--- src/timer16_pkg.sv ---
// constants shared by the 16-bit capture/compare timer files
// assumes: register byte address = 4 * register index, data in low byte
package timer16_pkg;
   // ---------------------------------------------------------------
   // register indices
   // ---------------------------------------------------------------
   localparam logic [7:0] IDX_CTRL_B = 8'h51;
   localparam logic [7:0] IDX_CTRL_A = 8'h52;
   localparam logic [7:0] IDX_STATUS = 8'h53;
   localparam logic [7:0] IDX_CAPA_HI = 8'h54;
   localparam logic [7:0] IDX_CAPA_LO = 8'h55;
   localparam logic [7:0] IDX_CMPA_HI = 8'h56;
   localparam logic [7:0] IDX_CMPA_LO = 8'h57;
   localparam logic [7:0] IDX_CNT_HI = 8'h58;
   localparam logic [7:0] IDX_CNT_LO = 8'h59;
   localparam logic [7:0] IDX_ALT_HI = 8'h5A;
   localparam logic [7:0] IDX_ALT_LO = 8'h5B;
   localparam logic [7:0] IDX_CAPB_HI = 8'h5C;
   localparam logic [7:0] IDX_CAPB_LO = 8'h5D;
   localparam logic [7:0] IDX_CMPB_HI = 8'h5E;
   localparam logic [7:0] IDX_CMPB_LO = 8'h5F;
   // ---------------------------------------------------------------
   // timer_control_a bits
   // ---------------------------------------------------------------
   localparam int CA_CAP_IE = 7;
   localparam int CA_CMP_IE = 6;
   localparam int CA_OVF_IE = 5;
   localparam int CA_FORCE_B = 4;
   localparam int CA_FORCE_A = 3;
   localparam int CA_LVL_B = 2;
   localparam int CA_EDGE_A = 1;
   localparam int CA_LVL_A = 0;
   // ---------------------------------------------------------------
   // timer_control_b bits
   // ---------------------------------------------------------------
   localparam int CB_PIN_A_EN = 7;
   localparam int CB_PIN_B_EN = 6;
   localparam int CB_OPM = 5;
   localparam int CB_PWM = 4;
   localparam int CB_CLK_HI = 3;
   localparam int CB_CLK_LO = 2;
   localparam int CB_EDGE_B = 1;
   localparam int CB_EXT_EDGE = 0;
   // ---------------------------------------------------------------
   // flag vector, same order as status bits 7..3
   // ---------------------------------------------------------------
   localparam int F_CAPA = 4;
   localparam int F_CMPA = 3;
   localparam int F_OVF = 2;
   localparam int F_CAPB = 1;
   localparam int F_CMPB = 0;
   // ---------------------------------------------------------------
   // values
   // ---------------------------------------------------------------
   localparam logic [7:0] CTRL_RESET = 8'h00;
   localparam logic [15:0] CNT_RESET = 16'hFFFC;
   localparam logic [15:0] OPM_CAPTURE = 16'hFFFD;
   localparam logic [15:0] CNT_MAX = 16'hFFFF;
   localparam logic [15:0] CMP_RESET = 16'h8000;
   localparam logic [1:0] CLK_DIV4 = 2'h0;
   localparam logic [1:0] CLK_DIV2 = 2'h1;
   localparam logic [1:0] CLK_DIV8 = 2'h2;
   localparam logic [1:0] CLK_EXT = 2'h3;
   localparam logic [2:0] MASK_DIV2 = 3'h1;
   localparam logic [2:0] MASK_DIV4 = 3'h3;
   localparam logic [2:0] MASK_DIV8 = 3'h7;
endpackage

--- src/capture_edge_det.sv ---
// selectable edge detector for one capture input
// assumes: input already synchronous to clk
`timescale 1ns/1ps
module capture_edge_det (
   input wire logic clk,
   input wire logic reset,
   input wire logic level,
   input wire logic risingSel,
   output logic edgeSeen
);
   typedef struct packed {
      logic prev;
      logic primed;
   } state_t;
   state_t s_r, s_nxt;

   // no edge before one real sample, so reset cannot fake a transition
   always_comb begin
      s_nxt.prev = level;
      s_nxt.primed = 1'b1;
      edgeSeen = s_r.primed && (level != s_r.prev) && (level == risingSel);
   end

   always_ff @(posedge clk) begin
      if (reset) begin
         s_r <= '0;
      end else begin
         s_r <= s_nxt;
      end
   end
endmodule

--- src/timer_prescaler.sv ---
// counter clock source: cpu clock divided, or external clock edges
// assumes: external clock sampled as a synchronous input
`timescale 1ns/1ps
module timer_prescaler #(
   parameter bit HAS_EXT = 1'b1
) (
   input wire logic clk,
   input wire logic reset,
   input wire logic run,
   input wire logic [1:0] clkSel,
   input wire logic extClk,
   input wire logic extRising,
   output logic tick
);
   typedef struct packed {
      logic [2:0] div;
      logic extPrev;
      logic primed;
   } state_t;
   state_t s_r, s_nxt;
   logic [2:0] mask;

   always_comb begin
      s_nxt = s_r;
      s_nxt.extPrev = extClk;
      s_nxt.primed = 1'b1;
      unique case (clkSel)
         timer16_pkg::CLK_DIV2: mask = timer16_pkg::MASK_DIV2;
         timer16_pkg::CLK_DIV8: mask = timer16_pkg::MASK_DIV8;
         default: mask = timer16_pkg::MASK_DIV4;
      endcase
      tick = 1'b0;
      // divider frozen while stopped: restart keeps the phase
      if (run) begin
         if (clkSel == timer16_pkg::CLK_EXT) begin
            tick = HAS_EXT && s_r.primed && (extClk != s_r.extPrev)
                   && (extClk == extRising);
         end else begin
            s_nxt.div = s_r.div + 3'h1;
            tick = ((s_r.div & mask) == mask);
         end
      end
   end

   always_ff @(posedge clk) begin
      if (reset) begin
         s_r <= '0;
      end else begin
         s_r <= s_nxt;
      end
   end
endmodule

--- src/timer16_capture_compare_ctrl.sv ---
// 16-bit capture/compare timer: control, flags, interrupt, low power
// assumes: APB master, synchronous pins, cpuHalt high during halt
// Notes on behaviour
// - wait state: timer keeps running, interrupt wakes
// - halt freezes counter; it resumes from the held count
// - edge during halt arms; capture at exit
// - five events raise flags, wake wait
// - one shared request, gated by enables, mask
// - capture enable gates both capture flags
// - compare enable gates both compare flags
// - overflow enable gates overflow flag
// - force B copies level B to pin B
// - force A copies level A to pin A
// - level B on B match; pin A in modes
// - capture A edge select: 0 fall, 1 rise
// - level A drives pin A on A match
// - pin A enable connects the pin, gates its updates
// - pin B enable connects the pin, gates its updates
// - one-pulse: capture A edge starts pulse
// - pwm: width from compare A, period B
// - clock select: div4, div2, div8, external
// - no external pin: external setting stops counter
// - two control registers, a status register, six data pairs
// - both control registers reset to zero
// - flag clear: status read, then low access
// - pwm never sets compare flags
// - force bits ignored in one-pulse, pwm
`timescale 1ns/1ps
module timer16_capture_compare_ctrl #(
   parameter bit HAS_EXT_CLK = 1'b1
) (
   input wire logic clk,
   input wire logic reset,
   input wire logic psel,
   input wire logic penable,
   input wire logic pwrite,
   input wire logic [11:0] paddr,
   input wire logic [31:0] pwdata,
   output logic [31:0] prdata,
   output logic pready,
   output logic pslverr,
   input wire logic captureInputA,
   input wire logic captureInputB,
   input wire logic extClkIn,
   input wire logic cpuHalt,
   input wire logic irqMaskSet,
   output logic comparePinA,
   output logic comparePinAEnable,
   output logic comparePinB,
   output logic comparePinBEnable,
   output logic timerIrq
);
   // ---------------------------------------------------------------
   // state
   // ---------------------------------------------------------------
   typedef struct packed {
      logic [7:0] ctrlA;
      logic [7:0] ctrlB;
      logic timd;
      logic [4:0] flags;
      logic [4:0] clrArm;
      logic [15:0] cnt;
      logic [15:0] capA;
      logic [15:0] capB;
      logic [15:0] cmpA;
      logic [15:0] cmpB;
      logic [15:0] cmpAAct;
      logic [15:0] cmpBAct;
      logic [1:0] inhibit;
      logic [1:0] armed;
      logic haltPrev;
      logic pinA;
      logic pinB;
      logic pinAEn;
      logic pinBEn;
      logic irq;
      logic rdy;
      logic err;
      logic [7:0] rdata;
   } state_t;
   state_t s_r, s_nxt;

   logic edgeA, edgeB, tick, run, pwm, one_pulse_mode_bit;
   logic mapped, access, done, wrDone, anyDone;
   logic matchA, matchB, ovf, capAEv, capBEv, haltExit;
   logic [7:0] idx, wbyte, rd8;
   logic [4:0] setF, clrF, enMask;
   logic [15:0] cntInc;

   // ---------------------------------------------------------------
   // helpers
   // ---------------------------------------------------------------
   capture_edge_det edgeDetA (
      .clk(clk),
      .reset(reset),
      .level(captureInputA),
      .risingSel(s_r.ctrlA[timer16_pkg::CA_EDGE_A]),
      .edgeSeen(edgeA)
   );

   capture_edge_det edgeDetB (
      .clk(clk),
      .reset(reset),
      .level(captureInputB),
      .risingSel(s_r.ctrlB[timer16_pkg::CB_EDGE_B]),
      .edgeSeen(edgeB)
   );

   timer_prescaler #(
      .HAS_EXT(HAS_EXT_CLK)
   ) prescaler (
      .clk(clk),
      .reset(reset),
      .run(run),
      .clkSel(s_r.ctrlB[timer16_pkg::CB_CLK_HI:timer16_pkg::CB_CLK_LO]),
      .extClk(extClkIn),
      .extRising(s_r.ctrlB[timer16_pkg::CB_EXT_EDGE]),
      .tick(tick)
   );

   // ---------------------------------------------------------------
   // decode and read mux
   // ---------------------------------------------------------------
   always_comb begin
      idx = paddr[9:2];
      wbyte = pwdata[7:0];
      mapped = (paddr[11:10] == 2'h0) && (paddr[1:0] == 2'h0)
               && (idx >= timer16_pkg::IDX_CTRL_B)
               && (idx <= timer16_pkg::IDX_CMPB_LO);
      access = psel && penable && !s_r.rdy;
      done = psel && penable && s_r.rdy;
      anyDone = done && mapped;
      wrDone = anyDone && pwrite;
      unique case (idx)
         timer16_pkg::IDX_CTRL_B: rd8 = s_r.ctrlB;
         timer16_pkg::IDX_CTRL_A: rd8 = s_r.ctrlA;
         timer16_pkg::IDX_STATUS: rd8 = {s_r.flags, s_r.timd, 2'h0};
         timer16_pkg::IDX_CAPA_HI: rd8 = s_r.capA[15:8];
         timer16_pkg::IDX_CAPA_LO: rd8 = s_r.capA[7:0];
         timer16_pkg::IDX_CMPA_HI: rd8 = s_r.cmpA[15:8];
         timer16_pkg::IDX_CMPA_LO: rd8 = s_r.cmpA[7:0];
         timer16_pkg::IDX_CNT_HI: rd8 = s_r.cnt[15:8];
         timer16_pkg::IDX_CNT_LO: rd8 = s_r.cnt[7:0];
         timer16_pkg::IDX_ALT_HI: rd8 = s_r.cnt[15:8];
         timer16_pkg::IDX_ALT_LO: rd8 = s_r.cnt[7:0];
         timer16_pkg::IDX_CAPB_HI: rd8 = s_r.capB[15:8];
         timer16_pkg::IDX_CAPB_LO: rd8 = s_r.capB[7:0];
         timer16_pkg::IDX_CMPB_HI: rd8 = s_r.cmpB[15:8];
         timer16_pkg::IDX_CMPB_LO: rd8 = s_r.cmpB[7:0];
         default: rd8 = 8'h00;
      endcase
   end

   // ---------------------------------------------------------------
   // events
   // ---------------------------------------------------------------
   always_comb begin
      pwm = s_r.ctrlB[timer16_pkg::CB_PWM];
      // pwm wins when both mode bits are set
      one_pulse_mode_bit = s_r.ctrlB[timer16_pkg::CB_OPM] && !pwm;
      // wait state is not seen here at all: counting goes on
      run = !cpuHalt && !s_r.timd;
      cntInc = s_r.cnt + 16'h0001;
      matchA = tick && !s_r.inhibit[0] && (cntInc == s_r.cmpAAct);
      matchB = tick && !s_r.inhibit[1] && (cntInc == s_r.cmpBAct);
      ovf = tick && (s_r.cnt == timer16_pkg::CNT_MAX);
      // capture pin A is cut off from the timer in pwm
      capAEv = edgeA && !pwm && !cpuHalt;
      capBEv = edgeB && !cpuHalt;
      haltExit = s_r.haltPrev && !cpuHalt;
      enMask = {s_r.ctrlA[timer16_pkg::CA_CAP_IE],
                s_r.ctrlA[timer16_pkg::CA_CMP_IE],
                s_r.ctrlA[timer16_pkg::CA_OVF_IE],
                s_r.ctrlA[timer16_pkg::CA_CAP_IE],
                s_r.ctrlA[timer16_pkg::CA_CMP_IE]};
   end

   // ---------------------------------------------------------------
   // next state
   // ---------------------------------------------------------------
   always_comb begin
      s_nxt = s_r;
      setF = 5'h00;
      clrF = 5'h00;
      s_nxt.haltPrev = cpuHalt;

      // bus: one wait cycle so read data comes from a flip-flop
      s_nxt.rdy = access;
      s_nxt.err = access && !mapped;
      if (access) begin
         s_nxt.rdata = (mapped && !pwrite) ? rd8 : 8'h00;
      end

      // counter
      if (tick) begin
         s_nxt.cnt = cntInc;
      end
      if (ovf) begin
         setF[timer16_pkg::F_OVF] = 1'b1;
      end

      // compare actives follow the registers, in pwm only per period
      if (!pwm) begin
         s_nxt.cmpAAct = s_r.cmpA;
         s_nxt.cmpBAct = s_r.cmpB;
      end

      if (pwm) begin
         if (matchA && s_r.ctrlB[timer16_pkg::CB_PIN_A_EN]) begin
            s_nxt.pinA = s_r.ctrlA[timer16_pkg::CA_LVL_A];
         end
         if (matchB) begin
            s_nxt.cnt = timer16_pkg::CNT_RESET;
            s_nxt.cmpAAct = s_r.cmpA;
            s_nxt.cmpBAct = s_r.cmpB;
            setF[timer16_pkg::F_CAPA] = 1'b1;
            if (s_r.ctrlB[timer16_pkg::CB_PIN_A_EN]) begin
               s_nxt.pinA = s_r.ctrlA[timer16_pkg::CA_LVL_B];
            end
         end
         // no compare flag is ever raised here
      end else if (one_pulse_mode_bit) begin
         if (capAEv) begin
            s_nxt.cnt = timer16_pkg::CNT_RESET;
            s_nxt.capA = timer16_pkg::OPM_CAPTURE;
            setF[timer16_pkg::F_CAPA] = 1'b1;
            if (s_r.ctrlB[timer16_pkg::CB_PIN_A_EN]) begin
               s_nxt.pinA = s_r.ctrlA[timer16_pkg::CA_LVL_B];
            end
         end
         if (matchA && s_r.ctrlB[timer16_pkg::CB_PIN_A_EN]) begin
            s_nxt.pinA = s_r.ctrlA[timer16_pkg::CA_LVL_A];
         end
         // level B belongs to the pulse, so compare B only flags
         if (matchB) begin
            setF[timer16_pkg::F_CMPB] = 1'b1;
         end
      end else begin
         if (capAEv) begin
            s_nxt.capA = s_r.cnt;
            setF[timer16_pkg::F_CAPA] = 1'b1;
         end
         // flags keep working with the pins disconnected
         if (matchA) begin
            setF[timer16_pkg::F_CMPA] = 1'b1;
            if (s_r.ctrlB[timer16_pkg::CB_PIN_A_EN]) begin
               s_nxt.pinA = s_r.ctrlA[timer16_pkg::CA_LVL_A];
            end
         end
         if (matchB) begin
            setF[timer16_pkg::F_CMPB] = 1'b1;
            if (s_r.ctrlB[timer16_pkg::CB_PIN_B_EN]) begin
               s_nxt.pinB = s_r.ctrlA[timer16_pkg::CA_LVL_B];
            end
         end
      end
      if (capBEv) begin
         s_nxt.capB = s_r.cnt;
         setF[timer16_pkg::F_CAPB] = 1'b1;
      end

      // halt: selected edges only arm, capture happens at exit
      if (cpuHalt) begin
         s_nxt.armed[0] = s_r.armed[0] || (edgeA && !pwm);
         s_nxt.armed[1] = s_r.armed[1] || edgeB;
      end
      if (haltExit) begin
         s_nxt.armed = 2'h0;
         if (s_r.armed[0]) begin
            s_nxt.capA = s_r.cnt;
            setF[timer16_pkg::F_CAPA] = 1'b1;
         end
         if (s_r.armed[1]) begin
            s_nxt.capB = s_r.cnt;
            setF[timer16_pkg::F_CAPB] = 1'b1;
         end
      end

      // two-step flag clear: status read arms, low access clears
      if (anyDone && !pwrite && idx == timer16_pkg::IDX_STATUS) begin
         s_nxt.clrArm = s_r.flags;
      end
      if (anyDone) begin
         unique case (idx)
            timer16_pkg::IDX_CAPA_LO: clrF[timer16_pkg::F_CAPA] = 1'b1;
            timer16_pkg::IDX_CMPA_LO: clrF[timer16_pkg::F_CMPA] = 1'b1;
            // the alternate view leaves overflow alone
            timer16_pkg::IDX_CNT_LO: clrF[timer16_pkg::F_OVF] = 1'b1;
            timer16_pkg::IDX_CAPB_LO: clrF[timer16_pkg::F_CAPB] = 1'b1;
            timer16_pkg::IDX_CMPB_LO: clrF[timer16_pkg::F_CMPB] = 1'b1;
            default: clrF = 5'h00;
         endcase
         clrF = clrF & s_r.clrArm;
         s_nxt.clrArm = s_nxt.clrArm & ~clrF;
      end

      // register writes
      if (wrDone) begin
         unique case (idx)
            timer16_pkg::IDX_CTRL_A: begin
               s_nxt.ctrlA = wbyte;
               if (!pwm && !one_pulse_mode_bit) begin
                  if (wbyte[timer16_pkg::CA_FORCE_A]
                      && s_r.ctrlB[timer16_pkg::CB_PIN_A_EN]) begin
                     s_nxt.pinA = wbyte[timer16_pkg::CA_LVL_A];
                  end
                  if (wbyte[timer16_pkg::CA_FORCE_B]
                      && s_r.ctrlB[timer16_pkg::CB_PIN_B_EN]) begin
                     s_nxt.pinB = wbyte[timer16_pkg::CA_LVL_B];
                  end
               end
            end
            timer16_pkg::IDX_CTRL_B: s_nxt.ctrlB = wbyte;
            timer16_pkg::IDX_STATUS: s_nxt.timd = wbyte[2];
            // high byte alone inhibits compare until the low byte
            timer16_pkg::IDX_CMPA_HI: begin
               s_nxt.cmpA[15:8] = wbyte;
               s_nxt.inhibit[0] = 1'b1;
            end
            timer16_pkg::IDX_CMPA_LO: begin
               s_nxt.cmpA[7:0] = wbyte;
               s_nxt.inhibit[0] = 1'b0;
            end
            timer16_pkg::IDX_CMPB_HI: begin
               s_nxt.cmpB[15:8] = wbyte;
               s_nxt.inhibit[1] = 1'b1;
            end
            timer16_pkg::IDX_CMPB_LO: begin
               s_nxt.cmpB[7:0] = wbyte;
               s_nxt.inhibit[1] = 1'b0;
            end
            timer16_pkg::IDX_CNT_LO: s_nxt.cnt = timer16_pkg::CNT_RESET;
            timer16_pkg::IDX_ALT_LO: s_nxt.cnt = timer16_pkg::CNT_RESET;
            default: s_nxt.timd = s_r.timd;
         endcase
      end

      // halt freezes counter, captures, pins and flag setting
      if (cpuHalt) begin
         s_nxt.cnt = s_r.cnt;
         s_nxt.capA = s_r.capA;
         s_nxt.capB = s_r.capB;
         s_nxt.pinA = s_r.pinA;
         s_nxt.pinB = s_r.pinB;
         setF = 5'h00;
      end

      // set beats a clear in the same cycle
      s_nxt.flags = (s_r.flags & ~clrF) | setF;
      s_nxt.pinAEn = s_nxt.ctrlB[timer16_pkg::CB_PIN_A_EN] && !s_nxt.timd;
      s_nxt.pinBEn = s_nxt.ctrlB[timer16_pkg::CB_PIN_B_EN] && !s_nxt.timd;
      // level request; also the wake-up from wait
      s_nxt.irq = (|(s_nxt.flags & enMask)) && !irqMaskSet;
   end

   // ---------------------------------------------------------------
   // registers
   // ---------------------------------------------------------------
   always_ff @(posedge clk) begin
      if (reset) begin
         s_r <= '0;
         s_r.ctrlA <= timer16_pkg::CTRL_RESET;
         s_r.ctrlB <= timer16_pkg::CTRL_RESET;
         s_r.cnt <= timer16_pkg::CNT_RESET;
         s_r.cmpA <= timer16_pkg::CMP_RESET;
         s_r.cmpB <= timer16_pkg::CMP_RESET;
         s_r.cmpAAct <= timer16_pkg::CMP_RESET;
         s_r.cmpBAct <= timer16_pkg::CMP_RESET;
      end else begin
         s_r <= s_nxt;
      end
   end

   assign prdata = {24'h00_0000, s_r.rdata};
   assign pready = s_r.rdy;
   assign pslverr = s_r.err;
   assign comparePinA = s_r.pinA;
   assign comparePinAEnable = s_r.pinAEn;
   assign comparePinB = s_r.pinB;
   assign comparePinBEnable = s_r.pinBEn;
   assign timerIrq = s_r.irq;
endmodule

--- config.mk ---
export PLATFORM = sky130hd
export DESIGN_NAME = timer16_capture_compare_ctrl
export DESIGN_NICKNAME = d
export VERILOG_FILES = /design/src/timer16_pkg.sv /design/src/capture_edge_det.sv /design/src/timer_prescaler.sv /design/src/timer16_capture_compare_ctrl.sv
export SDC_FILE = /design/constraint.sdc
export NUM_CORES = 1
export LEC_CHECK = 0
export BUFFER_PORTS_ARGS = -buffer_cell sky130_fd_sc_hd__buf_2
export CAP_MARGIN = 20
export CORE_UTILIZATION = 40
export DETAILED_ROUTE_END_ITERATION = 12
export GPL_ROUTABILITY_DRIVEN = 1
export GPL_TIMING_DRIVEN = 1
export RECOVER_POWER = 25
export SKIP_LAST_GASP = 1
export SYNTH_ARGS = -nofsm -noshare
export SYNTH_HDL_FRONTEND = slang
export SYNTH_SLANG_ARGS = --single-unit
--- constraint.sdc ---
create_clock -name clk -period 6.5 [get_ports clk]
set_input_delay 0.325 -clock clk [delete_from_list [all_inputs] [get_ports clk]]
set_output_delay 0.325 -clock clk [all_outputs]
set_load 0.01 [all_outputs]
## Yosys cells after proc, flatten, opt, wreduce, memory -nomap -nowiden

Index checks and enable logic that the tools add are counted.

- Bits in registers: 168
- Bits of input ports: 54
- Output and inout bits: 39

- Add/sub/neg operators: 2
- Magnitude comparators: 2
- Eq/ne operators: 28
- Muxes and demuxes: 76
- Bitwise operators: 9
- Reductions and logical operators: 66

Operators by type and width:

| cell | count |
|---|---|
| two-way mux 16 bit | 12 |
| two-way mux 32 bit | 5 |
| equality test 8 x 7 -> 1 bit (second input constant) | 15 |
| case mux 8 bit (13 select lines) | 1 |
| two-way mux 1 bit | 45 |
| logical AND 1 bit | 36 |
| equality test 16 bit | 2 |
| AND 5 bit | 4 |
| two-way mux 5 bit | 4 |
| AND reduction 2 bit | 9 |
| adder 16 x 1 -> 16 bit (second input constant) | 1 |
| equality test 16 bit (second input constant) | 1 |
| two-way mux 8 bit | 2 |
| logical NOT 1 bit | 11 |
| NOT 5 bit | 2 |
| two-way mux 9 bit | 1 |
| greater-or-equal comparator 8 x 7 -> 1 bit (second input constant) | 1 |
| less-or-equal comparator 8 x 7 -> 1 bit (second input constant) | 1 |
| two-way mux 2 bit | 3 |
| case mux 3 bit (2 select lines) | 1 |
| OR reduction 2 bit | 3 |
| bitwise OR 5 bit | 1 |
| OR reduction 5 bit | 1 |
| equality test 2 bit (second input constant) | 2 |
| 11 further kinds | 19 |

## Depth between registers and ports, before layout

Gate-level depths: netlist (run 1).

- Depth after elaboration: 17
- Gate-level depth with buffers: 12

## By module

Synthesis (run 1) repeated with hierarchy kept, for this count alone.

- Cell total of the unflattened synthesis: 1026
- Area, all modules: 8529.4 µm²

By module, submodules not included:

| module | instances | cells an instance | area each (µm²) | sequential area each (µm²) |
|---|---|---|---|---|
| timer16_capture_compare_ctrl | 1 | 987 | 8139.1 | 3183.1 |
| timer_prescaler | 1 | 25 | 240.2 | 100.1 |
| capture_edge_det | 2 | 7 | 75.1 | 40.0 |

## Least setup slack after synthesis (run 1)

Ideal clock, no wire load.

- Path type: register to register
- From: reg s_r[117] (netlist bit)
- To: reg s_r, in the netlist comparePinA
- Data arrival time: 2.856 ns
- Required time: 6.383 ns
- Setup slack: 3.526 ns
- Stages on the path, launching flop included: 12
- Path buffers: 2
- Path through: dfxtp_1 -> ha_1 -> buf_2 -> nand3_1 -> buf_4 -> o41ai_1 -> o221ai_1 -> a2111oi_2 -> nor3b_4 -> nand2_2 -> or4_1 -> a32o_1

- Word-level cells in the longest chain between the ends: 12
- Elaborated cells on any way between the ends: 17
- Those cells by class: 1 x add/sub; 2 x eq/ne; 11 x mux; 3 x reduce/logical

RTL lines:

| what | RTL line | text |
|---|---|---|
| start: declaration | timer16_capture_compare_ctrl.sv:81 | `state_t s_r, s_nxt;` |
| start signal: assignment | timer16_capture_compare_ctrl.sv:370 | `s_r <= s_nxt;` |
| adder 16 x 1 -> 16 bit * | timer16_capture_compare_ctrl.sv:163 | `cntInc = s_r.cnt + 16'h0001;` |
| equality test 16 bit | timer16_capture_compare_ctrl.sv:164 | `matchA = tick && !s_r.inhibit[0] && (cntInc == s_r.cmpAAct);` |
| logical AND 1 bit | timer16_capture_compare_ctrl.sv:164 |  |
| logical AND 1 bit | timer16_capture_compare_ctrl.sv:209, timer16_capture_compare_ctrl.sv:231 |  |
| two-way mux 1 bit | timer16_capture_compare_ctrl.sv:209 | `if (matchA && s_r.ctrlB[timer16_pkg::CB_PIN_A_EN]) begin` |
| two-way mux 1 bit | timer16_capture_compare_ctrl.sv:217 | `if (s_r.ctrlB[timer16_pkg::CB_PIN_A_EN]) begin` |
| two-way mux 1 bit | timer16_capture_compare_ctrl.sv:212 | `if (matchB) begin` |
| two-way mux 1 bit * | timer16_capture_compare_ctrl.sv:208 | `if (pwm) begin` |
| two-way mux 1 bit | timer16_capture_compare_ctrl.sv:303 | `if (wbyte[timer16_pkg::CA_FORCE_A]` |
| two-way mux 2 bit | timer16_capture_compare_ctrl.sv:302 | `if (!pwm && !one_pulse_mode_bit) begin` |
| two-way mux 2 bit | timer16_capture_compare_ctrl.sv:299 | `unique case (idx)` |
| two-way mux 2 bit * | timer16_capture_compare_ctrl.sv:298 | `if (wrDone) begin` |

Mark *: on every way between the ends. The rest lies on a longest branch, timed or not.
A chain may end at the register's enable or synchronous reset.

## Worst setup path in the final report (run 1)

- From: reg s_r[116] (netlist bit)
- To: reg s_r[116] (netlist bit)

- Word-level cells in the longest chain between the ends: 7
- Elaborated cells on any way between the ends: 10
- Those cells by class: 1 x add/sub; 1 x eq/ne; 7 x mux; 1 x reduce/logical

RTL lines:

| what | RTL line |
|---|---|
| adder 16 x 1 -> 16 bit | timer16_capture_compare_ctrl.sv:163 |
| equality test 16 bit / two-way mux 16 bit (equally long branches) | timer16_capture_compare_ctrl.sv:165, timer16_capture_compare_ctrl.sv:195 |
| logical AND 1 bit / two-way mux 32 bit (equally long branches) | timer16_capture_compare_ctrl.sv:165, timer16_capture_compare_ctrl.sv:223 |
| two-way mux 16 bit, on equally long branches | timer16_capture_compare_ctrl.sv:212, timer16_capture_compare_ctrl.sv:222 |
| two-way mux 16 bit * | timer16_capture_compare_ctrl.sv:208 |
| two-way mux 16 bit | timer16_capture_compare_ctrl.sv:299 |
| two-way mux 16 bit * | timer16_capture_compare_ctrl.sv:298 |

Marks and branches as above.

==> impl_metrics.toml, run 1 <==
[critical_path]
crit_type = "register to register"
critPathLaunchType = "register"
r2r_start = "s_r[116]"
start_point_of_the_critical_path = "s_r[116]"
worst-endpoint-required_ns = 6.83
crit_path_cell_trace = "ha_1 > nand3_1 > o41ai_1 > o221ai_1 > a2111oi_2 > nand4_1 > nand2_1 > nor2_1 > mux2_2"
cp.arrival_ns = 4.65
crit_path_top_delay_cell = "dfxtp_1"
timing.critical_path.fanout_max = 17
setup.worst_path.end_class = "register"
cp_slowest_stage_delay_ns = 0.65

[global_route]
wire_length_of_the_first_global_routing_pass_um = 42600
grt_max_degree = 99
first_global_vias = 6958
track_usage_pct = 26.2
grt.overflow.total = 0
grt_antenna_before_repair = 0

[pwr]
logic_pwr_share_pct = 4.4
leakage_nw = 3.28
vdd_ir_drop_max_uv = 207
p_sw_share_pct = 24.8
p_per_area_nw_per_um2 = 234
totalPowerFinal_mw = 2.18
p_seq_share_pct = 47.5
p_int_mw = 1.64
power_switching_mw = 0.541
clkPwrFrac_pct = 48.1

[drt]
drc = 0
first_pass_iters = 6
drt_iter0_drc = 845
route.vias.total = 7745
ant_nets = 0
wl_per_cell_um = 21.4
drt-total-wl_um = 28200
vias_per_cell = 5.87

[status]
outcome = "complete, but fails checks"
failing_checks = "max-capacitance violations, max-slew violations"

[timing]
drv_slew = 36
maxSlewHeadroom_pct = -11.5
final_setup_violation_count = 0
post-route-period-util_pct = 66.5
min_clock_period_post_route_ns = 4.32
fmax_mhz = 231
fin_skew_ns = 0.0108
setup_tns_ns = 0
number_of_hold_violations_in_the_final_report = 0
rsz0062_at_grt = "no"
worst_tran_pin_value_ns = 1.67

[hold_path]
holdCritPathClass = "primary input to register"
min-delay-start = "captureInputA"

[yosys]
synth.ff_latch_count = 166
yosysUniqueCellTypes = 82
netlist_instances = 1034
area_of_the_mapped_netlist_um2 = 8520
main_synth_ff_type = "dfxtp_1"
yosys_warnings = 0
synth_area_per_cell_um2 = 8.24
synth_enable_flop_cells = 0
async_reset_ff_share_pct = 0
synth.yosys.seq_area_share_pct = 39.0

[placed_design]
dp_hpwl_um = 20100
portBuffers = 44
placed_cells_incl_taps = 1288
gp_congestion = 0.951

[flow_run]
cap_violations = 1

[cts]
cts_root_buf = "clkbuf_16"
post_cts_buffers = 0
tritoncts = "yes"
cts.clk_slew.worst_paths_ns = 0.07
post_cts_resized = 0
insertion_delay_ns = 0.44
ctsHoldBuffers = 0
cts_buffer_count = 17
cts_sinks = 166
ctsLongestPathBuffers = 2
h-tree-depth = 4

[layout]
syn2layout_area_growth_pct = 9.49
nFillCells = 2138
num-nets-final = 1088
layout.cells.most_common = "dfxtp_1"
sequential_cell_area_um2 = 3320
final_cell_mix = "166 x dfxtp_1, 159 x nand2_1, 98 x nor2_1"
drive_gt1_share_pct = 8.71
multiInputGateArea_um2 = 4690
final_cell_count_no_fill = 1320
diodes = 0

[floorplan]
rows = 53
area_of_the_core_um2 = 21000
initial_utilization_pct = 40.7
dieWidth_um = 148
die_h_um = 148
ioPinCount = 93
die_area_um2 = 21900
synthesized netlist by cell type, drive strengths merged, types with 5 or more instances:
master / n / area [um^2]
nand3b: 6 / 45.0
dfxtp: 166 / 3320
a22o: 5 / 43.8
a22oi: 25 / 188
clkbuf: 48 / 181
xor2: 14 / 123
nand2b: 10 / 62.6
and4: 9 / 78.8
and2: 8 / 52.6
a222oi: 5 / 50.1
o22ai: 13 / 87.6
buf: 55 / 358
nor2: 99 / 372
nand4: 11 / 68.8
a31oi: 24 / 150
xnor2: 25 / 219
inv: 18 / 67.6
nor3b: 7 / 63.8
and3: 10 / 62.6
nor3: 22 / 110
mux2i: 64 / 641
nand3: 24 / 120
nor4: 14 / 103
a21oi: 77 / 385
a221oi: 7 / 61.3
nand2: 160 / 603
a21o: 7 / 52.6
o21ai: 30 / 150
metrics by stage:
| step | instance area (um^2) | utilization, % | worst slack, ns | hold WS (ns) |
|---|---|---|---|---|
| after floorplan | 8610 | - | 3.53 | 0.432 |
| after global placement | 8750 | 41.7 | 2.31 | 0.438 |
| after detailed placement | 8760 | 41.8 | 2.16 | 0.445 |
| after CTS | 9360 | 44.6 | 2.19 | 0.121 |
| after global routing | 9330 | 44.5 | 1.82 | 0.153 |
| final | 9330 | 44.5 | 2.18 | 0.131 |
routing by layer:
layer	GRT usage, %	wire length, um	part of all wire (%)	vias to the layer above
met2	39.4	12400	44	382
met4	12.4	1120	4.0	0
met3	4.72	2460	8.7	64
met1	36.0	12300	44	3663
met5	0	0	0	-
li1	-	-	-	3636
power by group through the flow:
stage                     Combinational, mW  Clock, mW  Sequential, mW
after global routing                  0.105       1.10            1.04
after floorplan                      0.0752          0            1.05
after detailed placement             0.0943          0            1.06
final                                0.0955       1.05            1.04
after global placement               0.0936          0            1.06
after CTS                            0.0946       1.06            1.04
path summary, 6_finish.rpt:
check | to | slack, ns | cells past startpoint
hold / removal | edgeDetA.s_r[1] | 0.13 | 2
setup reg to reg | s_r[116] | 2.18 | 9
setup / recovery | s_r[116] | 2.18 | 9
hold reg to reg | prdata[3] | 0.45 | 2
cell type report:
type,count,area share [%]
clock buffer,18,4.71
clock inverter,14,1.72
multi-input combinational,770,50.2
sequential,166,35.6
inverter,18,0.724
tap,275,3.69
timing repair buffer,59,3.30
registers in the layout, indices dropped and copies added, names as in the netlist:
register           cells
comparePinA            1
comparePinAEnable      1
comparePinB            1
comparePinBEnable      1
edgeDetA.s_r           1
edgeDetB.s_r           1
enMask                 3
prdata                 8
pready                 1
prescaler.s_r          5
pslverr                1
pwm                    1
s_r                  140
timerIrq               1
cell families (layout without fill, tap and decap cells):
kind of cell | Yosys count | count (layout) | share of synthesized area [%]
adder cells (fa/ha/maj) | 3 | 3 | 0.411
AO/OA/AOI/OAI | 232 | 232 | 18.2
buffers and inverters | 121 | 109 | 7.12
multiplexers | 67 | 67 | 8.05
XOR/XNOR | 41 | 41 | 4.55
AND/OR/NAND/NOR | 403 | 403 | 22.6
other | 1 | 24 | 0.0440
flip-flops | 166 | 166 | 39.0
worst max-delay path: cells and delay by family, from the launching register on:
kind            cells  cell delay (ns)
simple gates        4             1.72
flops               1             0.65
fa+ha+maj           1             0.38
compound gates      3             1.11
mux                 1             0.34
No activity file was read; power rests on OpenSTA's default activity.
==> run 2: changes to the inputs <==
==> constraint.sdc (replaced) <==
create_clock -name clk -period 3.47 [get_ports clk]
set_input_delay 0.1735 -clock clk [delete_from_list [all_inputs] [get_ports clk]]
set_output_delay 0.1735 -clock clk [all_outputs]
set_load 0.01 [all_outputs]
==> run 2 against run 1 <==
Against the previous run:
- the run still ends with max-capacitance violations, max-slew violations left
- core utilization rose by 2.1 points
- sequential power rose by 87%
- count of clock-buffer cells in the layout up 4
- register-to-register slack worse by 2.0 ns
- worst setup slack lost 2.0 ns
==> impl_metrics.toml, run 2 (synthesis results as in run 1) <==
[timing]
setup_tns_ns = 0
post-route-period-util_pct = 95.6
rsz0062_at_grt = "no"
worst_tran_pin_value_ns = 1.72
number_of_hold_violations_in_the_final_report = 0
drv_slew = 37
fmax_mhz = 301
maxSlewHeadroom_pct = -14.8
fin_skew_ns = 0.0128
fin_worst_hold_slack_ns = 0.00200
setup_ws_ns = 0.152
min_clock_period_post_route_ns = 3.32
final_setup_violation_count = 0

[critical_path]
cp_slowest_stage_delay_ns = 0.62
crit_path_cell_trace = "nand4_1 > or4_1 > xnor2_1 > or4_1 > nor4b_2 > buf_4 > a21oi_1 > o211a_1 > o22ai_1"
crit_path_frequent_cell = "or4_1"
start_point_of_the_critical_path = "s_r[125]"
r2r_start = "s_r[125]"
crit_path_top_delay_cell = "or4_1"
crit_type = "register to register"
cp.arrival_ns = 3.66
critPathLaunchType = "register"
timing.critical_path.fanout_max = 8
setup.worst_path.end_class = "register"
worst-endpoint-required_ns = 3.81

[cts]
post_cts_buffers = 0
cts_root_buf = "clkbuf_16"
cts_sinks = 166
cts_buffer_count = 17
ctsLongestPathBuffers = 2
tritoncts = "yes"
cts.clk_slew.worst_paths_ns = 0.07
h-tree-depth = 4
insertion_delay_ns = 0.43

[status]
failing_checks = "max-capacitance violations, max-slew violations"
outcome = "complete, but fails checks"

[layout]
final_cell_mix = "166 x dfxtp_1, 159 x nand2_1, 98 x nor2_1"
top_register = "s_r"
nFillCells = 2142
diodes = 0
syn2layout_area_growth_pct = 14.6
layout.cells.most_common = "dfxtp_1"
final_util_pct = 46.6
final_cell_area_um2 = 9760
num-nets-final = 1136
final_cell_count_no_fill = 1368
drive_gt1_share_pct = 12.4
largest_reg_flops = 140

[global_route]
grt_antenna_before_repair = 0
grt.overflow.total = 0
wire_length_of_the_first_global_routing_pass_um = 44300
track_usage_pct = 27.2
grt_max_degree = 98
first_global_vias = 7258

[pwr]
p_sw_share_pct = 22.8
power_switching_mw = 0.972
totalPowerFinal_mw = 4.26
vdd_ir_drop_max_uv = 363
leakage_nw = 3.53
p_int_mw = 3.29
logic_pwr_share_pct = 4.6
clkPwrFrac_pct = 49.9
p_per_area_nw_per_um2 = 437
p_seq_share_pct = 45.5

[floorplan]
rows = 53
die_area_um2 = 21900
ioPinCount = 93
dieWidth_um = 148
area_of_the_core_um2 = 21000
initial_utilization_pct = 40.7
die_h_um = 148

[placed_design]
post_dp_cell_area_um2 = 9110
portBuffers = 44
gp_congestion = 0.968
placed_cells_incl_taps = 1334
detailedPlace.worstSlack_ns = 0.149
dp_hpwl_um = 21200

[drt]
drc = 0
ant_nets = 0
drt_iter0_drc = 1006
vias_per_cell = 5.89
route.vias.total = 8061
first_pass_iters = 5
wl_per_cell_um = 21.6
drt-total-wl_um = 29500

[hold_path]
min-delay-start = "extClkIn"
holdCritPathClass = "primary input to register"

[flow_run]
cap_violations = 1
==> run 2: cell count changes in the layout (fill, tap and decap cells not counted), moves of 3 or more <==
cell       previous run  this run
bufinv_16             2         5
buf_4                14        59
and2_1                6         3
inv_6                 6         2
and2_0                1         4
clkbuf_1             18        21
==> run 2: layout make-up <==
class | instances | area, um^2 | area share, %
well taps | 275 | 344 | 3.52
inverters | 18 | 67.6 | 0.692
multi-input cells | 770 | 4690 | 48.1
flip-flops and latches | 166 | 3320 | 34.0
clock inverters | 10 | 194 | 1.99
clock buffers | 22 | 454 | 4.65
repair buffers | 107 | 687 | 7.04
==> run 2: power by group through the flow <==
stage | combinational [mW] | sequential (mW) | clock (mW)
final | 0.196 | 1.94 | 2.13
after global routing | 0.212 | 1.94 | 2.22
after CTS | 0.194 | 1.94 | 2.14
after detailed placement | 0.191 | 1.98 | 0
after global placement | 0.190 | 1.98 | 0
after floorplan | 0.141 | 1.98 | 0
==> run 2: worst paths after layout <==
kind | endpoint | slack [ns] | cells past startpoint
worst max-delay path | timerIrq | 0.15 | 9
worst min-delay path | prescaler.s_r[1] | 0.002 | 2
worst max register to register | timerIrq | 0.15 | 9
worst min register to register | prdata[3] | 0.46 | 2
==> run 2: layer usage <==
layer  wire (um)  vias up  global-route usage (%)
met5           0        -                       0
met3        2770       59                    5.96
met2       12900      440                    40.6
met1       12900     3837                    38.4
met4         909        0                    9.85
li1            -     3725                       -
==> run 2: worst max-delay path, delay by kind of cell (launching register included) <==
| family | cells | cell delay [ns] |
|---|---|---|
| AOI/OAI and AO/OA | 3 | 0.44 |
| xor gates and xnor gates | 1 | 0.21 |
| buffers and inverters | 1 | 0.21 |
| DFF | 1 | 0.53 |
| and+or+nand+nor | 4 | 1.85 |
==> run 2: timing repair <==
item                       CTS  global route
resized for setup            0             1
hold endpoints to repair     2             0
setup endpoints to repair    0             1
hold buffers                 2             0
